**src/rtl/spi_port_pkg.sv**
```systemverilog
package spi_port_pkg;

    // Register offsets
    localparam logic [7:0] CTRL_ADDR = 8'h0a;
    localparam logic [7:0] STAT_ADDR = 8'h0b;
    localparam logic [7:0] DATA_ADDR = 8'h0c;

    // Control register field positions
    localparam int CTRL_IRQ_EN_BIT = 7;
    localparam int CTRL_ENABLE_BIT = 6;
    localparam int CTRL_MASTER_BIT = 4;
    localparam int CTRL_CLOCK_POLARITY_BIT_BIT   = 3;
    localparam int CTRL_CLOCK_PHASE_BIT_BIT   = 2;
    localparam int CTRL_RATE_HI    = 1;
    localparam int CTRL_RATE_LO    = 0;
    localparam logic [7:0] CTRL_WRITE_MASK = 8'hdf;

    // Status register field positions
    localparam int STAT_DONE_BIT = 7;
    localparam int STAT_WRITE_COLLISION_FLAG_BIT = 6;
    localparam int STAT_MODF_BIT = 4;

    // Reset values
    localparam logic [7:0] CTRL_RESET = 8'h00;
    localparam logic [7:0] DATA_RESET = 8'h00;

    // Serial clock edges per character, numbered 0 to 15
    localparam logic [3:0] LAST_EDGE = 4'hf;

    // Master clock divisors of the processor clock per rate code
    localparam logic [5:0] DIV_RATE0 = 6'h02;
    localparam logic [5:0] DIV_RATE1 = 6'h04;
    localparam logic [5:0] DIV_RATE2 = 6'h10;
    localparam logic [5:0] DIV_RATE3 = 6'h20;

    // Reload value of the half-period counter for one rate code
    function automatic logic [3:0] half_reload(input logic [1:0] rate);
        logic [5:0] div;
        div = DIV_RATE0;
        unique case (rate)
            2'h0: div = DIV_RATE0;
            2'h1: div = DIV_RATE1;
            2'h2: div = DIV_RATE2;
            2'h3: div = DIV_RATE3;
        endcase
        return div[4:1] - 4'h1;
    endfunction

    typedef enum logic {XFER_IDLE, XFER_SHIFT} xfer_state_type;

    typedef struct packed {
        logic [7:0] addr;
        logic [7:0] wdata;
        logic       wr;
        logic       rd;
    } bus_req_type;

    typedef struct packed {
        logic [3:0] cnt;
    } div_state_type;

    typedef struct packed {
        logic [7:0]     ctrl;
        logic           done;
        logic           write_collision_flag;
        logic           modf;
        logic           flag_armed;
        logic           modf_armed;
        logic [7:0]     rx_buf;
        logic [7:0]     shreg;
        logic           sample;
        xfer_state_type state;
        logic [3:0]     edge_cnt;
        logic           sck_prev;
        logic           sck;
        logic           sck_oe;
        logic           mosi;
        logic           mosi_oe;
        logic           miso;
        logic           miso_oe;
        logic [7:0]     rd_data;
    } port_state_type;

endpackage

```
**src/rtl/spi_port.sv**
```systemverilog
`timescale 1ns/1ps
// Contract
// Shift eight bits out while eight in
// Both shift registers form one 16-bit ring
// Pins undriven while port not in use
// Master data write starts transfer, processor clock
// Written byte loads shifter, shifts out serially
// After eighth shift copy into read buffer
// Set done flag when transfer finishes
// Most significant bit first, least last
// Master in on MISO, slave out on MISO
// Master select is control bit 4
// Polarity and phase give four timings
// Phase picks one of two protocols
// Clock pin output as master, input slave
// Master makes exactly eight clock cycles
// Change on one edge, sample opposite edge
// Two rate bits in control register 0x0a
// Four master rates, slave rate limited
// Both ends use matching polarity and phase
// Select low enables slave transfer
// Select held high on a master
// Slave never starts a transfer itself
// Write collision and end-of-transfer flags
// Rate codes divide by 2,4,16,32
// Clock idles at polarity level
// Write during transfer sets collision, discarded
// Status read then data access clears done
module spi_port (
    input  wire logic                      sys_clk_i,
    input  wire logic                      rst_i,
    input  wire spi_port_pkg::bus_req_type bus_req_i,
    output logic [7:0]                     rd_data_o,
    input  wire logic                      sck_i,
    output logic                           sck_o,
    output logic                           sck_oe_o,
    input  wire logic                      mosi_i,
    output logic                           mosi_o,
    output logic                           mosi_oe_o,
    input  wire logic                      miso_i,
    output logic                           miso_o,
    output logic                           miso_oe_o,
    input  wire logic                      ss_n_i,
    output logic                           xfer_busy_o,
    output logic                           transfer_done_o
);
    spi_port_pkg::port_state_type r;
    spi_port_pkg::port_state_type next_r;

    logic       rate_tick;
    logic       enabled;
    logic       is_master;
    logic       is_slave_sel;
    logic       clock_polarity_bit;
    logic       clock_phase_bit;
    logic [1:0] rate;
    logic       busy;
    logic       data_in;
    logic       edge_now;
    logic       slave_edge;
    logic       leading;
    logic       sample_edge;
    logic       shift_edge;
    logic [7:0] final_byte;
    logic       wr_ctrl;
    logic       wr_data;
    logic       rd_stat;
    logic       rd_data;

    assign enabled      = r.ctrl[spi_port_pkg::CTRL_ENABLE_BIT];
    assign is_master    = enabled && r.ctrl[spi_port_pkg::CTRL_MASTER_BIT];
    assign is_slave_sel = enabled && !r.ctrl[spi_port_pkg::CTRL_MASTER_BIT] && !ss_n_i;
    assign clock_polarity_bit         = r.ctrl[spi_port_pkg::CTRL_CLOCK_POLARITY_BIT_BIT];
    assign clock_phase_bit         = r.ctrl[spi_port_pkg::CTRL_CLOCK_PHASE_BIT_BIT];
    assign rate         = r.ctrl[spi_port_pkg::CTRL_RATE_HI:spi_port_pkg::CTRL_RATE_LO];
    assign busy         = (r.state == spi_port_pkg::XFER_SHIFT);

    assign wr_ctrl = bus_req_i.wr && (bus_req_i.addr == spi_port_pkg::CTRL_ADDR);
    assign wr_data = bus_req_i.wr && (bus_req_i.addr == spi_port_pkg::DATA_ADDR);
    assign rd_stat = bus_req_i.rd && (bus_req_i.addr == spi_port_pkg::STAT_ADDR);
    assign rd_data = bus_req_i.rd && (bus_req_i.addr == spi_port_pkg::DATA_ADDR);

    // Rate codes only matter while this end owns the clock
    spi_rate_divider u_divider (
        .sys_clk_i (sys_clk_i),
        .rst_i     (rst_i),
        .run_i     (is_master && busy),
        .rate_i    (rate),
        .tick_o    (rate_tick)
    );

    always_comb begin
        // Master samples the slave output, slave samples the master output
        data_in = is_master ? miso_i : mosi_i;

        // Slave edges come from the far clock, only while selected
        slave_edge = is_slave_sel && (sck_i != r.sck_prev);
        edge_now   = is_master ? (busy && rate_tick) : slave_edge;

        // Even edge numbers are leading edges, odd ones trailing
        leading     = !r.edge_cnt[0];
        sample_edge = clock_phase_bit ? !leading : leading;
        shift_edge  = clock_phase_bit ? (leading && (r.edge_cnt != 4'h0)) : !leading;

        // Last bit enters through the sample latch or straight from the pin
        final_byte = clock_phase_bit ? {r.shreg[6:0], data_in} : {r.shreg[6:0], r.sample};
    end

    always_comb begin
        next_r          = r;
        next_r.rd_data  = 8'h00;
        next_r.sck_prev = sck_i;

        // Register reads: data stands for one cycle only
        if (rd_stat) begin
            next_r.rd_data[spi_port_pkg::STAT_DONE_BIT] = r.done;
            next_r.rd_data[spi_port_pkg::STAT_WRITE_COLLISION_FLAG_BIT] = r.write_collision_flag;
            next_r.rd_data[spi_port_pkg::STAT_MODF_BIT] = r.modf;
            next_r.flag_armed = r.done || r.write_collision_flag;
            next_r.modf_armed = r.modf;
        end
        if (bus_req_i.rd && (bus_req_i.addr == spi_port_pkg::CTRL_ADDR)) begin
            next_r.rd_data = r.ctrl;
        end
        if (rd_data) begin
            next_r.rd_data = r.rx_buf;
        end

        // Status read followed by a data access clears the done and collision flags
        if ((rd_data || wr_data) && r.flag_armed) begin
            next_r.done       = 1'b0;
            next_r.write_collision_flag       = 1'b0;
            next_r.flag_armed = 1'b0;
        end

        // Control write, reserved bit stays zero
        if (wr_ctrl) begin
            next_r.ctrl = bus_req_i.wdata & spi_port_pkg::CTRL_WRITE_MASK;
            if (r.modf_armed) begin
                next_r.modf       = 1'b0;
                next_r.modf_armed = 1'b0;
            end
        end

        // Data write: load when idle, collide when busy
        if (wr_data && enabled) begin
            if (busy) begin
                next_r.write_collision_flag = 1'b1;
            end else begin
                next_r.shreg = bus_req_i.wdata;
                if (is_master) begin
                    next_r.state    = spi_port_pkg::XFER_SHIFT;
                    next_r.edge_cnt = 4'h0;
                    next_r.sck      = clock_polarity_bit;
                end
            end
        end

        // Slave joins on the first edge while selected
        if (!busy && slave_edge && !wr_data) begin
            next_r.state    = spi_port_pkg::XFER_SHIFT;
            next_r.edge_cnt = 4'h0;
        end

        // Serial edge processing
        if (edge_now && (busy || !is_master)) begin
            next_r.edge_cnt = r.edge_cnt + 4'h1;
            if (is_master) begin
                next_r.sck = !r.sck;
            end
            if (sample_edge) begin
                next_r.sample = data_in;
            end
            if (shift_edge) begin
                next_r.shreg = {r.shreg[6:0], r.sample};
            end
            if (r.edge_cnt == spi_port_pkg::LAST_EDGE) begin
                next_r.shreg  = final_byte;
                next_r.rx_buf = final_byte;
                next_r.done   = 1'b1;
                next_r.state  = spi_port_pkg::XFER_IDLE;
            end
        end

        // Deselect aborts an unfinished slave transfer
        if (!is_master && !is_slave_sel) begin
            next_r.state    = spi_port_pkg::XFER_IDLE;
            next_r.edge_cnt = 4'h0;
        end

        // Select driven low on a master is a mode fault
        if (is_master && !ss_n_i) begin
            next_r.modf = 1'b1;
            next_r.ctrl[spi_port_pkg::CTRL_MASTER_BIT] = 1'b0;
            next_r.ctrl[spi_port_pkg::CTRL_ENABLE_BIT] = 1'b0;
            next_r.state    = spi_port_pkg::XFER_IDLE;
            next_r.edge_cnt = 4'h0;
        end

        // Port off: drop any transfer in flight
        if (!enabled) begin
            next_r.state    = spi_port_pkg::XFER_IDLE;
            next_r.edge_cnt = 4'h0;
        end

        // Clock rests at the polarity level outside transfers
        if (next_r.state == spi_port_pkg::XFER_IDLE) begin
            next_r.sck = next_r.ctrl[spi_port_pkg::CTRL_CLOCK_POLARITY_BIT_BIT];
        end

        // Pin drivers
        next_r.sck_oe  = next_r.ctrl[spi_port_pkg::CTRL_ENABLE_BIT]
                         && next_r.ctrl[spi_port_pkg::CTRL_MASTER_BIT];
        next_r.mosi_oe = next_r.sck_oe;
        next_r.miso_oe = next_r.ctrl[spi_port_pkg::CTRL_ENABLE_BIT]
                         && !next_r.ctrl[spi_port_pkg::CTRL_MASTER_BIT] && !ss_n_i;
        next_r.mosi    = next_r.shreg[7];
        next_r.miso    = next_r.shreg[7];
    end

    always_ff @(posedge sys_clk_i) begin
        if (rst_i) begin
            r        <= '0;
            r.ctrl   <= spi_port_pkg::CTRL_RESET;
            r.shreg  <= spi_port_pkg::DATA_RESET;
            r.rx_buf <= spi_port_pkg::DATA_RESET;
            r.state  <= spi_port_pkg::XFER_IDLE;
        end else begin
            r <= next_r;
        end
    end

    assign rd_data_o       = r.rd_data;
    assign sck_o           = r.sck;
    assign sck_oe_o        = r.sck_oe;
    assign mosi_o          = r.mosi;
    assign mosi_oe_o       = r.mosi_oe;
    assign miso_o          = r.miso;
    assign miso_oe_o       = r.miso_oe;
    assign xfer_busy_o     = busy;
    assign transfer_done_o = r.done;
endmodule

```
**src/rtl/spi_rate_divider.sv**
```systemverilog
`timescale 1ns/1ps
module spi_rate_divider (
    input  wire logic       sys_clk_i,
    input  wire logic       rst_i,
    input  wire logic       run_i,
    input  wire logic [1:0] rate_i,
    output logic            tick_o
);
    spi_port_pkg::div_state_type r;
    spi_port_pkg::div_state_type next_r;

    always_comb begin
        next_r = r;
        tick_o = 1'b0;
        if (!run_i) begin
            next_r.cnt = spi_port_pkg::half_reload(rate_i);
        end else if (r.cnt == 4'h0) begin
            tick_o     = 1'b1;
            next_r.cnt = spi_port_pkg::half_reload(rate_i);
        end else begin
            next_r.cnt = r.cnt - 4'h1;
        end
    end

    always_ff @(posedge sys_clk_i) begin
        if (rst_i) begin
            r <= '0;
        end else begin
            r <= next_r;
        end
    end
endmodule
```
**config.mk**
```make
export PLATFORM = sky130hd
export DESIGN_NAME = spi_port
export DESIGN_NICKNAME = d
export VERILOG_FILES = /design/src/rtl/spi_port_pkg.sv /design/src/rtl/spi_port.sv /design/src/rtl/spi_rate_divider.sv
export SDC_FILE = /design/constraint.sdc
export NUM_CORES = 1
export LEC_CHECK = 0
export ABC_AREA = 0
export BUFFER_PORTS_ARGS = -buffer_cell sky130_fd_sc_hd__buf_2
export CAP_MARGIN = 20
export CORE_MARGIN = 2
export CORE_UTILIZATION = 55
export CTS_CLUSTER_SIZE = 40
export DETAILED_ROUTE_END_ITERATION = 10
export PLACE_DENSITY = 0.78
export SYNTH_ARGS = -nofsm -noshare
export SYNTH_HDL_FRONTEND = slang
export SYNTH_SLANG_ARGS = --single-unit
```
**constraint.sdc**
```tcl
create_clock -name sys_clk_i -period 7.9 [get_ports sys_clk_i]
set_clock_uncertainty 0.05 [all_clocks]
set_input_delay 2.37 -clock sys_clk_i [delete_from_list [all_inputs] [get_ports sys_clk_i]]
set_output_delay 2.37 -clock sys_clk_i [all_outputs]
set_load 0.02 [all_outputs]
```
==> summary.md, run 1 <==
| Metric | Value |
|---|---|
| Area delta synth->final | 9.35% |
| Clock sink count | 50 |
| Top cells by area in the synthesized netlist | dfxtp_1 41%, mux2i_1 8.2%, nor2_1 6.0% |
| Final WL | 4980 um |
| Power Total | 0.000449 W |
| H-tree levels | 2 |
| Number of diodes | 0 |
| Setup Fix Bufs, Post-CTS | 0 |
| Commonest non-fill, non-tap cell in the layout | dfxtp_1 |
| Reg clk slew, reported paths | 0.09 ns |
| Met1 Use GR | 0.287 |
| Sw frac | 0.212 |
| Final setup violation count | 0 |
| RSZ-0062 raised after global routing | false |
| Drt pass-1 iters | 6 |
| Synth top area share | 0.409 |
| Setup TNS Final | 0 ns |
| Grt met2 use | 0.329 |
| Clk network pwr share | 0.397 |
| Latest clock arrival within the worst-skew pair | 0.30 ns |
| Gr ovfl total | 0 |
| Final Slew Violations | 0 |
| Clock root buffer | clkbuf_8 |
| Post-DP HPWL | 3590 um |
| MaxCap Viol Count | 0 |
| Total track usage | 0.212 |
| CTS Buffer Depth | 2 |
| Max FO, Critical Path | 8 |
| Port buffer count | 39 |
| Main synth FF type | dfxtp_1 |
| Placed instance area | 2570 um^2 |
| CP arrival | 4.41 ns |
| EDFF count, synth | 0 |
| # fillers | 410 |
| CTS buffer count | 5 |
| Fraction of layout cells with a size suffix above 1 | 0.212 |
| Die Height | ~71 um |
| Fmax | approximately 230 MHz |
| Status | finished clean |
| Slowest stage delay, CP | approximately 0.69 ns |
| Via count | 1945 |
| Dpl cells | around 340 |
| Top Ports | 40 |
| Combinational group share of total power | 0.041 |
| Post-synthesis sequential area ratio | 0.409 |
| CTS Hold Buffers Added | 0 |
| Avg Inst Size Synth | 9.18 um^2 |
| Starting Density | 0.567 |
| DRT iter0 DRCs | 124 |
| FFs w/ async S/R, synth | 0 |
| Slowest CP cell | nor4_4 |
| Psw | roughly 0.000095 W |
| Die area | roughly 5000 um^2 |
| Vias per inst | 5.65 |
| Critical path cell sequence | buf_2, or4b_1, nor4_4, mux2_1, nand3b_1, o31ai_1 |
| GP Congestion | between 0.8 and 0.9 |
| Routed len/inst | 14.5 um |
| Rows | 24 |
| CP Launch Type | input port |
| Cell Pwr Density | 167 nW/um^2 |
| Post-route DRC | 0 |
| Count of antenna-violating nets left after detailed routing | 0 |
| Synth area leader | dfxtp_1 |
| Vias in the first global route | 1836 |
| Worst Hold Class | reg2reg |
| CTS tree | yes |
| Syn Inst Count | 267 |
| Pint | 0.000354 W |
| NumNets Final | 320 |
| Final Core Density | 0.620 |
| Fin crit period | about 4.3 ns |
| First-pass GRT wire length | about 8500 um |
| Setup crit end kind | flip-flop |
| Horiz. Die Dim | 70.7 um |
| Initial antenna violation count | 0 |
| Post-route cell area | 2680 um^2 |
| Synth Warn # | 0 |
| Met3 GRT Util | 0.0541 |
| Resized cells post-CTS | 0 |
| Worst-margin pin slew | around 0.85 ns |
| Library cells used by synthesis | 49 |
| Largest net degree at the start of global routing | 46 |
| CP Class | in2reg |
| Worst EP required | 8.01 ns |
| Commonest non-fill, non-tap cells in the layout | 50 x dfxtp_1, 39 x nor2_1, 39 x buf_2 |
| Period utilization | 0.545 |
| Seq pwr share | 0.562 |
| Syn_nets | 296 |
| Rel. slew slack | 0.432 |
| VDD IR-drop max | approximately 0.088 mV |
| Busiest grt layer | met2 |
| Seq cells post-synth | 50 |
| Fin. Hold Viols | 0 |
| P_leak | 1.11 nW |
| Core Area | 4320 um^2 |
| Post-Syn Area | 2450 um^2 |
| Final std cells w/o fill | roughly 340 |
-- per-stage QoR --
| stage | worst slack, ns | hold WS [ns] |
|---|---|---|
| 3_5_place_dp | 3.28 | 0.399 |
| 2_1_floorplan | 3.63 | 0.384 |
| 3_3_place_gp | 3.30 | 0.395 |
| 4_1_cts | 3.60 | 0.436 |
| 5_1_grt | 3.53 | 0.466 |
| 6_report | 3.60 | 0.434 |
-- cells by family after synthesis --
kind of cell / Yosys count / synth area share
AND/OR/NAND/NOR: 102 / 0.222
AO/OA/AOI/OAI: 50 / 0.150
adder cells (fa/ha/maj): 5 / 0.0255
XOR/XNOR: 6 / 0.0215
buffers and inverters: 29 / 0.0684
multiplexers: 25 / 0.105
flip-flops: 50 / 0.409
-- synthesized netlist by cell type (3+ instances only) --
cell and n:
a211oi_1 5, a211oi_2 5, a21oi_1 18, a22oi_1 8, and2_1 3, buf_4 11, clkbuf_1 7, dfxtp_1 50
ha_1 5, inv_1 7, mux2_2 4, mux2i_1 20, nand2_1 18, nand2b_1 7, nand3_1 4, nor2_1 39
nor2b_1 6, nor3_1 5, xnor2_1 3, xor2_1 3
-- power groups by stage --
| stage | sequential, W | clock, W | combinational [W] |
|---|---|---|---|
| floorplan | 0.000258 | 0 | 0.0000102 |
| global route | 0.000252 | 0.000194 | 0.0000200 |
| CTS | 0.000252 | 0.000181 | 0.0000181 |
| finish | 0.000252 | 0.000178 | 0.0000182 |
| detailed placement | 0.000258 | 0 | 0.0000181 |
| global placement | 0.000258 | 0 | 0.0000178 |
-- per-layer routing --
metal / routed length, um / vias to the layer above / part of all wire
li1: - / 979 / -
met1: 2370 / 920 / 0.48
met2: 2340 / 42 / 0.47
met3: 222 / 4 / 0.045
met4: 40 / 0 / 0.0080
met5: 0 / - / 0
-- registers in the layout, summed over array words and instances (netlist names) --
register,cells
u_divider.r,4
r,30
transfer_done_o,1
xfer_busy_o,1
clock_polarity_bit,1
rd_data_o,8
enabled,1
mosi_oe_o,1
clock_phase_bit,1
sck_o,1
miso_oe_o,1
-- worst max-delay path, delay by kind of cell --
family	cells	cell delay (ns)
AO/OA/AOI/OAI	1	0.08
buffers and inverters	1	0.10
multiplexers	1	0.39
AND/OR/NAND/NOR	3	1.46
-- worst paths after layout --
path | cells after the start | slack (ns) | startpoint | end
max reg2reg | 7 | 5.36 | u_divider.r[0] | sck_o
min reg2reg | 1 | 0.43 | r[37] | r[37]
min | 1 | 0.43 | r[37] | r[37]
max | 6 | 3.60 | bus_req_i[15] | r[21]
-- layout make-up --
| cell class | count | area (um^2) | area share |
|---|---|---|---|
| multi-input combinational | 188 | 1280 | 0.478 |
| sequential | 50 | 1000 | 0.374 |
| timing repair buffer | 39 | 195 | 0.0729 |
| clock buffer | 6 | 72.6 | 0.0271 |
| tap | 52 | 65.1 | 0.0243 |
| clock inverter | 2 | 37.5 | 0.0140 |
| inverter | 7 | 26.3 | 0.00981 |
Note: power is estimated with default switching activity, not from simulation.
==> run 2: changes to the inputs <==
CORE_UTILIZATION = 50   (was 55)
PLACE_DENSITY = 0.75   (was 0.78)
clock period = 3.8 ns   (was 7.9 ns; I/O delays follow)
==> run 2 against run 1 <==
  * Utilization down 4.4 points
  * Combinational power up 120%
  * Clock power up 110%
  * Non-clock buffer count up 3
  * First-iteration DRC count up 7.3%
  * Critical path depth unchanged
  * Hold slack worse by 0.0029 ns
  * Design area up 1.5%
  * Via count down 0.26%
  * Worst setup slack worse by 2.7 ns
  * Critical endpoint is now sck_o
  * Largest power group unchanged
==> summary.md, run 2 (synthesized netlist as in run 1, its figures left out) <==
| Metric | Value |
|---|---|
| Seq pwr share | 0.559 (-0.003) |
| CP Launch Type | input port |
| Dpl cells | 354 (+5.4%) |
| GP Congestion | 0.857 (about the same) |
| First-pass GRT wire length | 8350 um (-1.6%) |
| Area delta synth->final | 11.0% |
| Slowest CP cell | or4b_1 |
| Post-DP HPWL | 3690 um (+2.9%) |
| Worst reg2reg setup slack | 1.33 ns (-4.03 ns) |
| Fraction of layout cells with a size suffix above 1 | 0.220 (+0.00801) |
| Critical Path Start | bus_req_i[15] |
| MaxCap Viol Count | 0 (unchanged) |
| Resized cells post-CTS | 0 (unchanged) |
| Sw frac | 0.215 (+0.00325) |
| Port buffer count | 39 (unchanged) |
| Setup crit end kind | flip-flop |
| Combinational group share of total power | 0.042 (about the same) |
| Commonest non-fill, non-tap cell in the layout | dfxtp_1 |
| Largest net degree at the start of global routing | 20 (-57%) |
| Fin. Hold Viols | 0 (unchanged) |
| Top Ports | 40 (unchanged) |
| Final std cells w/o fill | 362 (+5.2%) |
| Slowest stage delay, CP | 0.69 ns (about the same) |
| Total track usage | 0.197 (-0.0153) |
| R2R Path Start | u_divider.r[0] |
| Final setup violation count | 0 (unchanged) |
| Worst slack at placement | 0.582 ns (-2.70 ns) |
| Via count | 1940 (-0.26%) |
| Final WL | 4890 um (-1.6%) |
| Count of antenna-violating nets left after detailed routing | 0 (unchanged) |
| FF/Latch Area | 1000 um^2 (unchanged) |
| Crit path buffers/inverters | 1 (unchanged) |
| Vias per inst | 5.36 (-5.2%) |
| Initial antenna violation count | 0 (unchanged) |
| CTS tree | yes |
| Clk network pwr share | 0.399 (+0.002) |
| H-tree levels | 2 (unchanged) |
| Fmax | 345 MHz |
| Max FO, Critical Path | 6 (-2) |
| CP Class | in2reg |
| Critical path cell sequence | buf_2, or4b_1, or4_4, mux2i_1, a311oi_1, a41o_1 |
| DRT iter0 DRCs | 133 (+7.3%) |
| P_leak | 1.12 nW (+1.4%) |
| CP delay by family, top | simple AND/OR/NAND/NOR gates |
| Routed len/inst | 13.5 um (-6.5%) |
| Largest Register | r |
| CTS buffer count | 5 (unchanged) |
| Die area | 5480 um^2 (+9.4%) |
| Core Area | 4720 um^2 (+9.2%) |
| Worst Hold Class | reg2reg |
| CTS Buffer Depth | 2 (unchanged) |
| RR Endpoint | sck_o |
| Drt pass-1 iters | 4 (-2) |
| R2R depth | 7 (unchanged) |
| Worst-margin pin slew | 0.765 ns (-0.0865 ns) |
| Fin crit period | 2.90 ns |
| Psw | 0.000202 W (+110%) |
| Crit path to | sck_o |
| Status | finished clean |
| Latest clock arrival within the worst-skew pair | 0.31 ns (about the same) |
| Cell Pwr Density | 345 nW/um^2 (+110%) |
| Setup TNS Final | 0 ns (unchanged) |
| Pint | 0.000736 W (+110%) |
| RSZ-0062 raised after global routing | false |
| NumNets Final | 323 (+0.94%) |
| Final Slew Violations | 0 (unchanged) |
| Clock sink count | 50 (unchanged) |
| Number of diodes | 0 (unchanged) |
| # fillers | 418 (+2.0%) |
| Post-route DRC | 0 (unchanged) |
| Setup Fix Bufs, Post-CTS | 0 (unchanged) |
| Worst EP required | 3.95 ns (-4.06 ns) |
| Horiz. Die Dim | 74.0 um (+4.6%) |
| Gr ovfl total | 0 (unchanged) |
| Period utilization | 0.762 |
| Footprint of the multi-input gates | 1280 um^2 (unchanged) |
| Reg clk slew, reported paths | 0.09 ns (about the same) |
| Starting Density | 0.519 (-0.0479) |
| CP arrival | 3.05 ns (-1.36 ns) |
| Clock root buffer | clkbuf_8 |
| VDD IR-drop max | 0.128 mV (+46%) |
| Rel. slew slack | 0.485 (+0.0529) |
| Commonest non-fill, non-tap cells in the layout | 50 x dfxtp_1, 39 x nor2_1, 39 x buf_2 |
| Final worst setup slack | 0.904 ns (-2.69 ns) |
| Vias in the first global route | 1796 (-2.2%) |
| Rows | 25 (+4.2%) |
| Max reg flops | 30 (unchanged) |
| Die Height | 74.0 um (+4.6%) |
| Critical Path Stages | 6 (unchanged) |
| CTS Hold Buffers Added | 0 (unchanged) |
[run 2: changes by cell type in the layout (fill, tap and decap cells not counted), sizes merged]
cell and delta:
buf +3
[run 2: per-stage QoR]
step	util	total power [W]	cell area, um^2	hold slack [ns]
5_1_grt	0.576	0.000973	2720	0.440
4_1_cts	0.576	0.000947	2720	0.427
3_5_place_dp	0.553	0.000576	2610	0.412
3_3_place_gp	0.553	0.000576	2610	0.405
2_1_floorplan	-	0.000558	2450	0.384
6_report	0.576	0.000938	2720	0.431
[run 2: worst min path at each step]
stage                     start     to  slack, ns  depth (start not counted)
after global placement    r[37]  r[37]       0.40                          1
after global routing      r[49]  r[49]       0.44                          2
after detailed placement  r[37]  r[37]       0.41                          1
after floorplan           r[49]  r[49]       0.38                          2
final                     r[49]  r[49]       0.43                          2
after CTS                 r[37]  r[37]       0.43                          1
[run 2: worst min-delay path: stages, from the launching register on]
cell and delay [ns]:
dfxtp_1 0.33, nand2_1 0.05, a21oi_1 0.06
[run 2: final cells by class]
cell class / count / share of cell area
clock buffer: 6 / 0.0267
clock inverter: 2 / 0.0138
inverter: 7 / 0.00966
multi-input combinational: 188 / 0.471
sequential: 50 / 0.368
tap: 67 / 0.0308
timing repair buffer: 42 / 0.0800
[run 2: layer usage]
| metal | global-route usage | wire [um] |
|---|---|---|
| met5 | 0 | 0 |
| met4 | 0.0646 | 39 |
| met3 | 0.0515 | 308 |
| met2 | 0.308 | 2230 |
| met1 | 0.267 | 2320 |
[run 2: power by group through the flow]
| stage | Clock (W) | Combinational [W] | Sequential (W) |
|---|---|---|---|
| finish | 0.000374 | 0.0000395 | 0.000525 |
| global placement | 0 | 0.0000389 | 0.000537 |
| floorplan | 0 | 0.0000211 | 0.000537 |
| detailed placement | 0 | 0.0000393 | 0.000537 |
| global route | 0.000405 | 0.0000435 | 0.000525 |
| CTS | 0.000383 | 0.0000393 | 0.000525 |
==> run 3: changes to the inputs <==
clock period = 2.6 ns   (was 3.8 ns; I/O delays follow)
==> run 3 against run 2 <==
  * Design area is 4.3% higher
  * Critical endpoint is now miso_oe_o
  * Register-to-register slack worse by 0.76 ns
  * Largest cell class unchanged
  * Largest power group unchanged
  * Combinational power is 68% higher
  * Sequential share of layout area is 1.5 points lower
==> summary.md, run 3 (synthesized netlist as in run 1, its figures left out) <==
| Metric | Value |
|---|---|
| Status | finished clean |
| Period utilization | 0.893 |
| Routed len/inst | 13.5 um (-0.45%) |
| CTS Buffer Depth | 2 (unchanged) |
| Fmax | about 430 MHz |
| Clock root buffer | clkbuf_8 |
| Post-DP HPWL | 3900 um (+5.7%) |
| Fin crit period | 2.32 ns |
| Die Height | 74.0 um (unchanged) |
| Resized cells post-CTS | 0 (unchanged) |
| Psw | 0.000312 W (+54%) |
| Worst EP required | 2.77 ns (-1.18 ns) |
| Setup TNS Final | 0 ns (unchanged) |
| CTS Hold Buffers Added | 0 (unchanged) |
| CTS buffer count | 5 (unchanged) |
| Drt pass-1 iters | 4 (unchanged) |
| Horiz. Die Dim | 74.0 um (unchanged) |
| Rows | 25 (unchanged) |
| Vias in the first global route | 1788 (-0.45%) |
| Port buffer count | 39 (unchanged) |
| Pint | 0.000994 W (+35%) |
| Setup Fix Bufs, Post-CTS | 0 (unchanged) |
| Count of antenna-violating nets left after detailed routing | 0 (unchanged) |
| CP Class | in2reg |
| Sw frac | 0.239 (+0.0236) |
| Commonest non-fill, non-tap cell in the layout | dfxtp_1 |
| Final Slew Violations | 0 (unchanged) |
| NumNets Final | 338 (+4.6%) |
| CP Launch Type | input port |
| CP arrival | 2.50 ns (-0.55 ns) |
| Final setup violation count | 0 (unchanged) |
| First-pass GRT wire length | 8470 um (+1.4%) |
| Top Ports | 40 (unchanged) |
| # fillers | 413 (-1.2%) |
| DRT iter0 DRCs | 108 (-19%) |
| Combinational group share of total power | 0.051 (+0.009) |
| Total track usage | 0.201 (+0.00351) |
| Final Core Density | 0.601 (+0.0246) |
| Final std cells w/o fill | 377 (+4.1%) |
| Critical path cell sequence | buf_2, or4b_4, buf_12, nor4_4, nand2_1, a211o_1, nor3_1 |
| Clock sink count | 50 (unchanged) |
| Gr ovfl total | 0 (unchanged) |
| GP Congestion | 0.864 (+0.84%) |
| Clk network pwr share | 0.362 (-0.037) |
| P_leak | 1.20 nW (+7.0%) |
| Core Area | 4720 um^2 (unchanged) |
| Largest Register | r |
| Post-route cell area | 2840 um^2 (+4.3%) |
| Max FO, Critical Path | 3 (-3) |
| Worst-margin pin slew | 0.534 ns (-0.232 ns) |
| Seq pwr share | 0.587 (+0.028) |
| Cell Pwr Density | 460 nW/um^2 (+33%) |
| Slowest stage delay, CP | 0.57 ns (-0.12 ns) |
| Fin. Hold Viols | 0 (unchanged) |
| Setup crit end kind | flip-flop |
| Latest clock arrival within the worst-skew pair | 0.31 ns (about the same) |
| Final WL | 5070 um (+3.7%) |
| Via count | 1992 (+2.7%) |
| Area delta synth->final | 15.8% |
| RSZ-0062 raised after global routing | false |
| MaxCap Viol Count | 0 (unchanged) |
| Max reg flops | 30 (unchanged) |
| VDD IR-drop max | 0.213 mV (+66%) |
| Die area | 5480 um^2 (unchanged) |
| Post-route DRC | 0 (unchanged) |
| Fraction of layout cells with a size suffix above 1 | 0.265 (+0.0442) |
| Placed instance area | 2740 um^2 (+5.0%) |
| H-tree levels | 2 (unchanged) |
| Vias per inst | 5.28 (-1.4%) |
| Number of diodes | 0 (unchanged) |
| CTS tree | yes |
| Largest net degree at the start of global routing | 19 (-5.0%) |
| Worst Hold Class | reg2reg |
| Commonest non-fill, non-tap cells in the layout | 50 x dfxtp_1, 39 x nor2_1, 39 x buf_2 |
| Starting Density | 0.519 (unchanged) |
| Rel. slew slack | 0.644 (+0.159) |
| Initial antenna violation count | 0 (unchanged) |
| Power Total | 0.00131 W (+39%) |
| Slowest CP cell | or4b_4 |
| Reg clk slew, reported paths | 0.09 ns (about the same) |
| Dpl cells | 369 (+4.2%) |
## run 3: cell types whose count changed in the layout (fill, tap and decap cells not counted), sizes merged
cell      before  now
buf           42   57
bufinv         1    0
clkbuf         6    5
clkinv         0    1
clkinvlp       1    0
inv            7    9
## run 3: per-layer routing
metal	part of all wire	global-route usage
met3	0.051	0.0461
met4	0.025	0.0788
met2	0.44	0.308
met1	0.48	0.276
met5	0	0
## run 3: per-stage QoR
stage	hold slack, ns	setup WS, ns
6_report	0.421	0.279
5_1_grt	0.451	0.173
4_1_cts	0.424	0.282
3_5_place_dp	0.410	-0.0230
3_3_place_gp	0.406	0.0409
2_1_floorplan	0.384	0.0303
## run 3: power by group through the flow
stage	combinational [W]	clock, W	sequential [W]
after floorplan	0.0000317	0	0.000785
after global placement	0.0000665	0	0.000785
after detailed placement	0.0000662	0	0.000785
after CTS	0.0000666	0.000483	0.000767
after global routing	0.0000721	0.000521	0.000767
final	0.0000665	0.000472	0.000767
## run 3: final cells by class
| cell class | count | area, um^2 | share of cell area |
|---|---|---|---|
| tap | 67 | 83.8 | 0.0296 |
| timing repair buffer | 57 | 343 | 0.121 |
| clock inverter | 3 | 26.3 | 0.00926 |
| clock buffer | 5 | 68.8 | 0.0243 |
| sequential | 50 | 1000 | 0.353 |
| inverter | 7 | 26.3 | 0.00926 |
| multi-input combinational | 188 | 1290 | 0.454 |
## run 3: path summary, 6_finish.rpt
check,start,to,slack (ns),cells after the start
max,bus_req_i[15],miso_oe_o,0.28,7
min,r[37],r[37],0.42,1
max reg2reg,r[15],r[22],0.57,7
min reg2reg,r[37],r[37],0.42,1
## run 3: critical path, delay by kind of cell
kind            cells  cell delay, ns
simple gates        4            1.15
compound gates      1            0.30
buf+inv             2            0.26
